[config.mk]
export PLATFORM = sky130hd
export DESIGN_NAME = hups_top
export DESIGN_NICKNAME = d
export VERILOG_FILES = /design/src/logic/hups_pkg.sv /design/src/logic/hups_tmr_if.sv /design/src/logic/hups_hold_timer.sv /design/src/logic/hups_top.sv
export SDC_FILE = /design/constraint.sdc
export NUM_CORES = 1
export LEC_CHECK = 0
export ABC_AREA = 1
export CAP_MARGIN = 20
export CORE_MARGIN = 2
export CORE_UTILIZATION = 60
export CTS_CLUSTER_DIAMETER = 80
export DETAILED_ROUTE_END_ITERATION = 8
export DONT_BUFFER_PORTS = 1
export MAX_ROUTING_LAYER = met4
export PLACE_DENSITY = 0.76
export SETUP_SLACK_MARGIN = 0.05
export SKIP_LAST_GASP = 1
export SYNTH_ARGS = -nofsm -noshare
export SYNTH_HDL_FRONTEND = slang
export SYNTH_SLANG_ARGS = --single-unit
[constraint.sdc]
create_clock -name sys_clk_in -period 2.27 [get_ports sys_clk_in]
set_input_delay 0.227 -clock sys_clk_in [delete_from_list [all_inputs] [get_ports sys_clk_in]]
set_output_delay 0.227 -clock sys_clk_in [all_outputs]
set_load 0.05 [all_outputs]
[src/logic/hups_pkg.sv]
// Shared constants for the rooftop unit protection sequencer.
package hups_pkg;

  // ----------------------------------------------------------------
  // Timebase
  // ----------------------------------------------------------------
  localparam int unsigned CLK_PERIOD_NS = 5;
  localparam int unsigned ONE_SEC_NS = 1000000000;
  localparam int unsigned TICK_DIV_DEF = ONE_SEC_NS / CLK_PERIOD_NS;

  // ----------------------------------------------------------------
  // Protection windows in seconds of the slow timebase, trip limits, circuit count
  // ----------------------------------------------------------------
  localparam int unsigned AIRFLOW_S = 40;
  localparam int unsigned FILTER_S = 120;
  localparam int unsigned OVF_S = 6;
  localparam int unsigned TRIP_S = 1;
  localparam int unsigned INHIBIT_S = 180;
  localparam int unsigned WINDOW_DAYS = 3;
  localparam int unsigned WINDOW_S_DEF = WINDOW_DAYS * 24 * 3600;
  localparam logic [1:0] OVF_MAX = 2'h2;
  localparam logic [2:0] CONSEC_MAX = 3'h4;
  localparam int unsigned NCIRC = 2;

  // ----------------------------------------------------------------
  // Register map and fields
  // ----------------------------------------------------------------
  localparam logic [7:0] CTRL_OFS = 8'h00;
  localparam logic [7:0] EXH_SP_OFS = 8'h04;
  localparam logic [7:0] STATUS_OFS = 8'h08;
  localparam int unsigned CTRL_RST_BIT = 0;
  localparam int unsigned CTRL_VENT_BIT = 1;
  localparam logic [7:0] EXH_SP_RST = 8'h19;
  localparam int unsigned ST_AIR_BIT = 0;
  localparam int unsigned ST_FLT_BIT = 1;
  localparam int unsigned ST_OVF_BIT = 2;
  localparam int unsigned ST_OVFL_BIT = 3;
  localparam int unsigned ST_LOCK_LSB = 4;
  localparam int unsigned ST_LEAD_BIT = 6;
  localparam int unsigned ST_LL_BIT = 7;
  localparam int unsigned ST_CNT_LSB = 8;

endpackage

[src/logic/hups_tmr_if.sv]
// Carrier between the sequencer and one continuous-hold timer.
`timescale 1ns/1ps
interface hups_tmr_if;
  logic tick;
  logic cond;
  logic done;
  modport timer(input tick, input cond, output done);
  modport user(output tick, output cond, input done);
endinterface

[src/logic/hups_hold_timer.sv]
// Timer that reports a condition held for LIMIT seconds in a row.
`timescale 1ns/1ps
module hups_hold_timer
  import hups_pkg::*;
#(
  parameter int unsigned LIMIT = 1
) (
  input wire logic sys_clk_in,
  input wire logic reset_in,
  hups_tmr_if.timer tmr
);

  // The first tick may land just after the condition starts, so one
  // extra tick keeps every hold at least LIMIT full seconds long.
  localparam int unsigned W = $clog2(LIMIT + 2);
  localparam logic [W-1:0] LIM = W'(LIMIT + 1);

  logic [W-1:0] count;

  // Any break in the condition restarts the hold from zero.
  always_ff @(posedge sys_clk_in) begin
    if (reset_in || !tmr.cond) begin
      count <= '0;
    end else if (tmr.tick && count != LIM) begin
      count <= count + 1'b1;
    end
  end

  // Done only while the condition still holds.
  assign tmr.done = tmr.cond && (count == LIM);

endmodule

[src/logic/hups_top.sv]
// Protection and sequencing core of a packaged rooftop unit controller.
`timescale 1ns/1ps

module hups_top
  import hups_pkg::*;
#(
  parameter int unsigned TICK_DIV = TICK_DIV_DEF,
  parameter int unsigned WINDOW_S = WINDOW_S_DEF
) (
  input wire logic sys_clk_in,
  input wire logic reset_in,
  input wire logic zone_present_in,
  input wire logic fan_request_in,
  input wire logic [1:0] cool_stage_in,
  input wire logic airflow_proving_switch_in,
  input wire logic filter_switch_in,
  input wire logic drain_overflow_input_in,
  input wire logic [1:0] compressor_disable_input_in,
  input wire logic [1:0] low_pressure_input_in,
  input wire logic [1:0] comp_current_in,
  input wire logic [7:0] damper_pos_in,
  input wire logic lead_lag_select_in,
  input wire logic manual_reset_in,
  input wire logic [7:0] addr_in,
  input wire logic [31:0] wdata_in,
  input wire logic wr_in,
  input wire logic rd_in,
  output logic [31:0] rdata_out,
  output logic supply_fan_out,
  output logic [1:0] comp_out,
  output logic exhaust_fan_out,
  output logic filter_out,
  output logic service_out,
  output logic diag_out,
  output logic lead_circuit_out
);

  // ----------------------------------------------------------------
  // Pin synchronisers
  // ----------------------------------------------------------------
  localparam int unsigned NSYNC = 23;
  logic [NSYNC-1:0] sync_a;
  logic [NSYNC-1:0] sync_b;

  // Damper position moves slowly, so a one-cycle skew across bits is harmless.
  always_ff @(posedge sys_clk_in) begin
    sync_a <= {zone_present_in, fan_request_in, cool_stage_in,
               airflow_proving_switch_in, filter_switch_in,
               drain_overflow_input_in, compressor_disable_input_in,
               low_pressure_input_in, comp_current_in, damper_pos_in,
               lead_lag_select_in, manual_reset_in};
    sync_b <= sync_a;
  end

  logic zone_s, fan_s, air_s, flt_s, ovf_s, ll_en, man_s;
  logic [1:0] cool_s, dis_ok, lp_ok, cur_s;
  logic [7:0] damper_s;
  assign {zone_s, fan_s, cool_s, air_s, flt_s, ovf_s, dis_ok, lp_ok, cur_s,
          damper_s, ll_en, man_s} = sync_b;

  // ----------------------------------------------------------------
  // One-second timebase
  // ----------------------------------------------------------------
  logic [31:0] div_cnt;
  logic tick;

  always_ff @(posedge sys_clk_in) begin
    if (reset_in || div_cnt == 32'(TICK_DIV - 1)) begin
      div_cnt <= '0;
    end else begin
      div_cnt <= div_cnt + 32'h1;
    end
  end
  assign tick = (div_cnt == 32'(TICK_DIV - 1));

  // ----------------------------------------------------------------
  // Register port
  // ----------------------------------------------------------------
  logic link_reset, vent_ovr, clr_any;
  logic [7:0] exh_sp;
  logic [31:0] status;

  // The link reset is a one-cycle pulse; the override bit is a level.
  always_ff @(posedge sys_clk_in) begin
    if (reset_in) begin
      link_reset <= 1'b0;
      vent_ovr <= 1'b0;
      exh_sp <= EXH_SP_RST;
    end else begin
      link_reset <= wr_in && addr_in == CTRL_OFS && wdata_in[CTRL_RST_BIT];
      if (wr_in && addr_in == CTRL_OFS) begin
        vent_ovr <= wdata_in[CTRL_VENT_BIT];
      end
      if (wr_in && addr_in == EXH_SP_OFS) begin
        exh_sp <= wdata_in[7:0];
      end
    end
  end
  assign clr_any = man_s || link_reset;

  // Read data stand only in the cycle after the strobe.
  always_ff @(posedge sys_clk_in) begin
    if (reset_in || !rd_in) begin
      rdata_out <= '0;
    end else begin
      case (addr_in)
        CTRL_OFS: rdata_out <= {30'h0, vent_ovr, 1'b0};
        EXH_SP_OFS: rdata_out <= {24'h0, exh_sp};
        STATUS_OFS: rdata_out <= status;
        default: rdata_out <= '0;
      endcase
    end
  end

  // ----------------------------------------------------------------
  // Airflow proving and filter
  // ----------------------------------------------------------------
  logic air_lock, ovf_shut, ovf_lock, run_ok, flash;
  logic [1:0] ovf_cnt;
  hups_tmr_if air_if();
  hups_tmr_if flt_if();

  assign air_if.tick = tick;
  assign air_if.cond = supply_fan_out && !air_s;
  assign flt_if.tick = tick;
  assign flt_if.cond = supply_fan_out && flt_s;
  hups_hold_timer #(.LIMIT(AIRFLOW_S)) u_air (.sys_clk_in(sys_clk_in),
    .reset_in(reset_in), .tmr(air_if));
  hups_hold_timer #(.LIMIT(FILTER_S)) u_flt (.sys_clk_in(sys_clk_in),
    .reset_in(reset_in), .tmr(flt_if));

  // A new airflow fault wins over a reset in the same cycle.
  always_ff @(posedge sys_clk_in) begin
    if (reset_in) begin
      air_lock <= 1'b0;
    end else if (air_if.done) begin
      air_lock <= 1'b1;
    end else if (clr_any) begin
      air_lock <= 1'b0;
    end
  end

  // The filter is advisory and takes no part in run_ok.
  assign run_ok = zone_s && !air_lock && !ovf_shut && !ovf_lock;

  // ----------------------------------------------------------------
  // Condensate overflow
  // ----------------------------------------------------------------
  logic [31:0] win_cnt;
  hups_tmr_if otrip_if();
  hups_tmr_if oclr_if();

  assign otrip_if.tick = tick;
  assign otrip_if.cond = ovf_s && !ovf_shut;
  assign oclr_if.tick = tick;
  assign oclr_if.cond = !ovf_s && ovf_shut;
  hups_hold_timer #(.LIMIT(OVF_S)) u_otrip (.sys_clk_in(sys_clk_in),
    .reset_in(reset_in), .tmr(otrip_if));
  hups_hold_timer #(.LIMIT(OVF_S)) u_oclr (.sys_clk_in(sys_clk_in),
    .reset_in(reset_in), .tmr(oclr_if));

  // Shutdown follows the overflow, with a 6 s hold on each edge.
  always_ff @(posedge sys_clk_in) begin
    if (reset_in) begin
      ovf_shut <= 1'b0;
    end else if (otrip_if.done) begin
      ovf_shut <= 1'b1;
    end else if (oclr_if.done) begin
      ovf_shut <= 1'b0;
    end
  end

  // The window opens at the first shutdown and drops the count on expiry.
  always_ff @(posedge sys_clk_in) begin
    if (reset_in) begin
      ovf_cnt <= '0;
      win_cnt <= '0;
      ovf_lock <= 1'b0;
    end else begin
      if (otrip_if.done) begin
        if (ovf_cnt != 2'h3) begin
          ovf_cnt <= ovf_cnt + 2'h1;
        end
        if (ovf_cnt == 2'h0) begin
          win_cnt <= 32'(WINDOW_S);
        end
      end else if (clr_any) begin
        ovf_cnt <= '0;
        win_cnt <= '0;
      end else if (tick && win_cnt != 32'h0) begin
        win_cnt <= win_cnt - 32'h1;
        if (win_cnt == 32'h1) begin
          ovf_cnt <= '0;
        end
      end
      if (otrip_if.done && ovf_cnt >= OVF_MAX) begin
        ovf_lock <= 1'b1;
      end else if (clr_any) begin
        ovf_lock <= 1'b0;
      end
    end
  end

  logic [1:0] dem, want, lock;
  logic lead;

  for (genvar i = 0; i < NCIRC; i++) begin : g_circ
    logic [7:0] inh;
    logic [7:0] run_s;
    logic [2:0] dis_n;
    logic [2:0] lp_n;
    logic trip;
    hups_tmr_if dis_if();
    hups_tmr_if lp_if();
    hups_tmr_if hp_if();

    assign dis_if.tick = tick;
    assign dis_if.cond = comp_out[i] && !dis_ok[i];
    assign lp_if.tick = tick;
    assign lp_if.cond = comp_out[i] && !lp_ok[i];
    assign hp_if.tick = tick;
    assign hp_if.cond = comp_out[i] && !cur_s[i] && dem[i];
    hups_hold_timer #(.LIMIT(TRIP_S)) u_dis (.sys_clk_in(sys_clk_in),
      .reset_in(reset_in), .tmr(dis_if));
    hups_hold_timer #(.LIMIT(TRIP_S)) u_lp (.sys_clk_in(sys_clk_in),
      .reset_in(reset_in), .tmr(lp_if));
    hups_hold_timer #(.LIMIT(TRIP_S)) u_hp (.sys_clk_in(sys_clk_in),
      .reset_in(reset_in), .tmr(hp_if));

    assign trip = dis_if.done || lp_if.done;
    assign dem[i] = (lead == 1'(i)) ? cool_s[0] : cool_s[1];
    // A stopped compressor starts only with its disable contacts closed.
    assign want[i] = run_ok && dem[i] && !lock[i] && inh == 8'h0 &&
                     !trip && !hp_if.done &&
                     (comp_out[i] || dis_ok[i]);

    // The inhibit is loaded one second longer so a partial first tick
    // never shortens it below the full minimum.
    always_ff @(posedge sys_clk_in) begin
      if (reset_in) begin
        inh <= '0;
      end else if (trip) begin
        inh <= 8'(INHIBIT_S + 1);
      end else if (tick && inh != 8'h0) begin
        inh <= inh - 8'h1;
      end
    end

    // Seconds of the current run, capped at the early-run window.
    always_ff @(posedge sys_clk_in) begin
      if (reset_in || !comp_out[i]) begin
        run_s <= '0;
      end else if (tick && run_s != 8'(INHIBIT_S)) begin
        run_s <= run_s + 8'h1;
      end
    end

    // Trip counters and the per-circuit lockout; a trip beats a reset.
    always_ff @(posedge sys_clk_in) begin
      if (reset_in) begin
        dis_n <= '0;
        lp_n <= '0;
        lock[i] <= 1'b0;
      end else begin
        if (dis_if.done && run_s < 8'(INHIBIT_S)) begin
          dis_n <= dis_n + 3'h1;
        end else if (clr_any || run_s == 8'(INHIBIT_S)) begin
          dis_n <= '0;
        end
        if (lp_if.done) begin
          lp_n <= lp_n + 3'h1;
        end else if (clr_any || cool_s == 2'h0) begin
          lp_n <= '0;
        end
        if ((dis_if.done && run_s < 8'(INHIBIT_S) &&
             dis_n == CONSEC_MAX - 3'h1) ||
            (lp_if.done && lp_n == CONSEC_MAX - 3'h1) ||
            hp_if.done) begin
          lock[i] <= 1'b1;
        end else if (clr_any) begin
          lock[i] <= 1'b0;
        end
      end
    end

  end

  // Lead swaps only on a satisfied load of the running lead circuit.
  always_ff @(posedge sys_clk_in) begin
    if (reset_in) begin
      lead <= 1'b0;
    end else if (ll_en && comp_out[lead] && !cool_s[0]) begin
      lead <= !lead;
    end
  end

  // ----------------------------------------------------------------
  // Outputs
  // ----------------------------------------------------------------
  always_ff @(posedge sys_clk_in) begin
    if (reset_in) begin
      flash <= 1'b0;
    end else if (tick) begin
      flash <= !flash;
    end
  end

  // Every output is registered so the field side never sees glitches.
  always_ff @(posedge sys_clk_in) begin
    if (reset_in) begin
      supply_fan_out <= 1'b0;
      comp_out <= '0;
      exhaust_fan_out <= 1'b0;
      filter_out <= 1'b0;
      service_out <= 1'b0;
      diag_out <= 1'b0;
      lead_circuit_out <= 1'b0;
    end else begin
      supply_fan_out <= run_ok && fan_s;
      comp_out <= want;
      exhaust_fan_out <= run_ok && damper_s >= exh_sp &&
                         (supply_fan_out || vent_ovr);
      filter_out <= flt_if.done;
      service_out <= air_lock ? flash : (ovf_lock || lock != 2'h0);
      diag_out <= air_lock || ovf_lock || lock != 2'h0;
      lead_circuit_out <= lead;
    end
  end

  always_comb begin
    status = '0;
    status[ST_AIR_BIT] = air_lock;
    status[ST_FLT_BIT] = filter_out;
    status[ST_OVF_BIT] = ovf_shut;
    status[ST_OVFL_BIT] = ovf_lock;
    status[ST_LOCK_LSB +: 2] = lock;
    status[ST_LEAD_BIT] = lead;
    status[ST_LL_BIT] = ll_en;
    status[ST_CNT_LSB +: 2] = ovf_cnt;
  end
endmodule

==> flow_summary.json, run 1 <==
{
  "crit_chain": "nor4_2, buf_4, nand2_1, nor3_2, nand3_1, dlygate4sd3_1, a21oi_1, dlygate4sd3_1",
  "crit_path_start_kind": "primary input",
  "clockBufferDepth": 3,
  "routed_wl_mm": 26.0,
  "ys_ff_latch": 222,
  "synth_simple_gate_area_frac": 0.307,
  "rsz0062_at_grt": "true",
  "gp_congestion": 0.920,
  "drv_slew": 0,
  "root_buffer": "clkbuf_16",
  "final_common_cell": "nand2_1",
  "dr.pass1.iters": 5,
  "status": "completed",
  "dieArea_mm2": 0.0192,
  "yosys_warnings": 0,
  "wl_per_cell_um": 14.2,
  "drtAntennaViolNets": 0,
  "whs_ns": 0.00305,
  "fp-row-count": 49,
  "clk_latency_ns": 0.52,
  "slowest_delay_ns": 0.58,
  "num_vias": 9930,
  "grt_pass1_vias": 9284,
  "synth_top_cell_area_share": 0.408,
  "die_h_um": 139,
  "crit_path_max_fanout": 10,
  "hp-class": "in2reg",
  "ys_types": 51,
  "synth_flop_cell": "dfxtp_1",
  "placedCellCount": 1747,
  "drv_cap": 0,
  "grt_usage": 0.273,
  "synth_top_family_by_area": "simple AND/OR/NAND/NOR gates",
  "hold_viol": 0,
  "synth_compound_area_frac": 0.105,
  "antenna_found_initial": 0,
  "grt_start_max_net_pins": 45,
  "worst_pin_slew_ns": 0.657,
  "skew_ns": 0.00816,
  "worstSetupEndpointType": "register",
  "synthCells": 1529,
  "routed_via_density": 5.43,
  "tns_ns": 0,
  "p_leak_nw": 5.17,
  "final_nets": 1695,
  "synth_top_area_cell": "dfxtp_1",
  "antenna_cells": 0,
  "grt_pass1_wl_mm": 42.9,
  "worstPathArrival_ns": 2.53,
  "crit_top_cell": "dlygate4sd3_1",
  "fin_crit_ns": 2.08,
  "cts_buffers": 24,
  "dp_hpwl_mm": 18.1,
  "clock.fmax_mhz": 482,
  "setup_viol": 0,
  "hold_start": "wdata_in[7]",
  "synth_xor_area_frac": 0.0209,
  "cts.sinks": 222,
  "syn_to_final_growth_pct": 13.3,
  "layoutNonFillerInstCount": 1829,
  "slew_headroom": 0.561,
  "io_buffers": 0,
  "place_area_mm2": 0.0111,
  "cts-htree-levels": 1,
  "layout_common_cells": "nand2_1, dfxtp_1, inv_1, nor2_1, a21oi_1",
  "start_util": 0.608,
  "synthMuxAreaShare": 0,
  "worstReg2RegStart": "u_otrip.count[0]",
  "synth_edf_count": 0,
  "drtIter0Drc": 676,
  "drc": 0,
  "synthAdderAreaFrac": 0.0506,
  "worstPathRequired_ns": 2.73,
  "synth.avg_cell_area_um2": 7.12,
  "ys_seq_area_frac": 0.408,
  "syn_area_mm2": 0.0109,
  "overflow": 0,
  "criticalPathCategory": "in2reg",
  "fin_crit_sh": 0.914,
  "clk_pin_slew_ns": 0.06,
  "synthTopCellsByArea": "dfxtp_1, nand2_1, inv_1, nor2_1, a21oi_1",
  "ir_drop_mv": 0.858,
  "coreArea_mm2": 0.0179,
  "drive_above_1_share": 0.0731,
  "crit_path_top_delay_cell": "dlygate4sd3_1",
  "async_flop_share": 0,
  "num_io_pins": 107,
  "powerDensity_mw_per_mm2": 701,
  "crit_start": "addr_in[5]",
  "fp.dieW_um": 139,
  "postLayoutCellArea_mm2": 0.0123,
  "cts_tree": "yes"
}
-- Yosys cell counts (2+ instances only) --
library cell and n:
o21ai_1 2, xor2_1 17, or2_0 5, nand3b_1 4
nand2_4 3, inv_2 9, nor2_4 2, clkbuf_1 9
buf_2 13, or2_2 11, buf_1 3, a21oi_1 118
nor3_1 45, xnor2_1 9, buf_4 25, nor2_1 185
o22ai_1 8, a21boi_1 3, dfxtp_1 222, nand3_1 100
o21ai_0 53, nor4_1 7, a21boi_0 3, ha_1 44
o21bai_1 2, a31o_2 2, o21a_1 3, nor3b_1 9
nand4_1 43, nand2_2 5, buf_6 4, nor2_2 11
inv_1 210, o211ai_1 4, nand2_1 315, a31oi_1 6
-- cell type report --
type	instances	area, um2
inverters	221	831
flip-flops and latches	222	4440
multi-input cells	1054	5410
clock inverters	10	103
clock buffers	32	662
fillers	1479	5570
well taps	229	287
repair buffers	61	603
-- sequential cells by signal (all words and copies together) (netlist names), 3 cells and up --
name                cells
rdata_out              10
sync_b                 23
g_circ.run_s           16
sync_a                 23
g_circ.u_lp.count       4
u_flt.count             7
g_circ.dis_n            6
g_circ.inh             16
g_circ.u_hp.count       4
u_oclr.count            3
g_circ.lp_n             6
win_cnt                32
g_circ.u_dis.count      4
exh_sp                  8
u_air.count             6
div_cnt                32
u_otrip.count           3
-- layer usage --
layer | track usage | vias to the layer above | wire length [um]
li1 | - | 4999 | -
met1 | 0.343 | 4531 | 11300
met2 | 0.448 | 337 | 12200
met3 | 0.0477 | 63 | 1800
met4 | 0.0898 | 0 | 775
met5 | - | - | 0
-- logic make-up after synthesis --
kind of cell | after synthesis
AND/OR/NAND/NOR | 751
buffers and inverters | 275
flip-flops | 222
AO/OA/AOI/OAI | 210
adder cells (fa/ha/maj) | 44
XOR/XNOR | 26
other | 1
-- worst max-delay path: cells and delay by family --
kind	cells	cell delay [ns]
AOI/OAI and AO/OA	1	0.17
and+or+nand+nor	4	0.75
buffers and inverters	3	1.38
-- report_power, final --
group	internal [W]	switching [W]
clock	0.00227	0.00153
combinational	0.000267	0.000541
sequential	0.00398	0.0000610
-- path summary, 6_finish.rpt --
kind	endpoint	slack, ns	cells after the start
setup / recovery	vent_ovr	0.19	8
hold / removal	exh_sp[7]	0.003	2
hold reg to reg	sync_b[6]	0.32	0
setup reg to reg	win_cnt[18]	0.21	12
-- repair_timing --
item,in CTS,in global routing
gates resized for setup,0,10
hold buffers,36,0
buffers inserted,0,3
setup endpoints to repair,0,55
endpoints found under the hold margin,98,0
-- metrics by stage --
step           utilization  setup slack (ns)  power, W
3_5_place_dp         0.620             0.131   0.00484
6_report             0.689             0.194   0.00865
3_3_place_gp         0.620             0.159   0.00483
4_1_cts              0.684             0.108   0.00867
5_1_grt              0.689            0.0271   0.00897
2_1_floorplan            -             0.367   0.00473
No activity file was read; power rests on OpenSTA's default activity.
==> run 2, diff against run 1 <==
Settings changed: CORE_UTILIZATION 60 to 38, CTS_BUF_LIST set to sky130_fd_sc_hd__clkbuf_4 sky130_fd_sc_hd__clkbuf_8, PLACE_DENSITY 0.76 to unset.
==> run 2 against run 1 <==
Against the previous run:
- total power rose by 14%
- critical path depth rose by 1
- sequential power barely moved
- clock skew rose by 0.012 ns
- setup slack got worse by 0.076 ns
- first-iteration DRC count fell by 4.4%
- critical path type unchanged
==> flow_summary.json, run 2 (same netlist as run 1, synthesis figures left out) <==
{
  "clk_latency_ns": 0.55,
  "p_sw_frac": 0.241,
  "syn_to_final_growth_pct": 18.1,
  "fp.dieW_um": 173,
  "p_leak_nw": 5.32,
  "drtAntennaViolNets": 0,
  "drv_cap": 0,
  "criticalPathCategory": "in2reg",
  "seqPwrFrac": 0.409,
  "grt_pass1_wl_mm": 44.5,
  "skew_ns": 0.0198,
  "crit_path_max_fanout": 6,
  "routed_via_density": 4.87,
  "hold_viol": 0,
  "rsz0062_at_grt": "true",
  "dp_hpwl_mm": 19.1,
  "grt_use_met2": 0.301,
  "cts-htree-levels": 2,
  "grt_start_max_net_pins": 45,
  "fp-row-count": 61,
  "met3_usage": 0.0360,
  "clock.fmax_mhz": 465,
  "worstPathRequired_ns": 2.77,
  "worst_pin_slew_ns": 0.643,
  "drc": 0,
  "root_buffer": "clkbuf_8",
  "fin_crit_ns": 2.15,
  "power_frac_clock": 0.510,
  "clk_pin_slew_ns": 0.06,
  "num_vias": 9795,
  "dr.pass1.iters": 5,
  "antenna_cells": 0,
  "final_nets": 1714,
  "clockBufferDepth": 3,
  "overflow": 0,
  "antenna_found_initial": 0,
  "grt_use_met1": 0.223,
  "p_switching_w": 0.00239,
  "top_usage_layer": "met2",
  "setup_viol": 0,
  "cts_tree": "yes",
  "drtIter0Drc": 646,
  "slew_headroom": 0.571,
  "routed_wl_mm": 26.9,
  "drive_above_1_share": 0.0911,
  "reg_top3": "div_cnt x32, win_cnt x32",
  "layout_common_cells": "nand2_1, dfxtp_1, inv_1, nor2_1, a21oi_1",
  "worstSetupEndpointType": "register",
  "grt_usage": 0.183,
  "start_util": 0.389,
  "coreArea_mm2": 0.0280,
  "whs_ns": 0.0421,
  "tns_ns": 0,
  "crit_path_start_kind": "primary input",
  "wl_per_cell_um": 13.3,
  "cts_buffers": 40,
  "p_int_w": 0.00751,
  "grt_pass1_vias": 9321,
  "powerDensity_mw_per_mm2": 770,
  "gp_congestion": 0.901,
  "die_h_um": 173,
  "cts.sinks": 222,
  "status": "completed",
  "drv_slew": 0,
  "num_io_pins": 107,
  "io_buffers": 0,
  "final_common_cell": "nand2_1",
  "hp-class": "in2reg",
  "power_frac_comb": 0.081,
  "dieArea_mm2": 0.0300,
  "worstPathArrival_ns": 2.65,
  "ir_drop_mv": 0.798,
  "fin_crit_sh": 0.948,
  "finalPower_w": 0.00990
}
-- run 2: path summary, 6_finish.rpt --
kind / startpoint / slack, ns / endpoint / cells past startpoint
setup / recovery: addr_in[2] / 0.12 / exh_sp[4] / 9
hold / removal: addr_in[2] / 0.04 / rdata_out[7] / 4
setup reg to reg: u_otrip.count[0] / 0.21 / win_cnt[28] / 11
hold reg to reg: sync_a[5] / 0.32 / sync_b[5] / 0
-- run 2: power by group through the flow --
stage,Combinational (W),Sequential [W],Clock [W]
final,0.000801,0.00404,0.00505
after floorplan,0.000612,0.00412,0
after global routing,0.000900,0.00405,0.00537
after global placement,0.000711,0.00413,0
after detailed placement,0.000719,0.00413,0
after CTS,0.000791,0.00404,0.00519
-- run 2: metal layers --
metal,up-vias,wire (um)
met2,234,12300
met1,4447,12000
met5,-,0
li1,5040,-
met4,0,855
met3,74,1690
-- run 2: stage by stage --
stage / std cells / utilization / worst slack [ns] / cell area (um2)
after floorplan: 1550 / - / 0.367 / 11000
after global placement: 1895 / 0.402 / 0.202 / 11300
after detailed placement: 1895 / 0.402 / 0.175 / 11300
after CTS: 2013 / 0.458 / 0.0582 / 12800
after global routing: 2013 / 0.459 / 0.0352 / 12900
final: 2013 / 0.459 / 0.119 / 12900
-- run 2: cell type report --
type / instances / area (um2)
Clock inverter: 20 / 363
Inverter: 221 / 831
Timing Repair Buffer: 65 / 628
Fill cell: 2846 / 15200
Sequential cell: 222 / 4440
Multi-Input combinational cell: 1053 / 5380
Clock buffer: 54 / 737
Tap cell: 378 / 473
-- run 2: worst max-delay path, cell delays in order --
cell and delay [ns]:
dlygate4sd3_1 0.54, nand2_1 0.09, nor2_4 0.18, nand2_2 0.15, nor2_4 0.18, nand2_1 0.07, dlygate4sd3_1 0.56, o211ai_1 0.08
dlygate4sd3_1 0.57
-- run 2: repair_timing --
item	in CTS	in global routing
buffers inserted	0	0
endpoints found under the setup margin	0	29
hold buffers	44	0
hold endpoints to repair	103	0
resized for setup	0	8
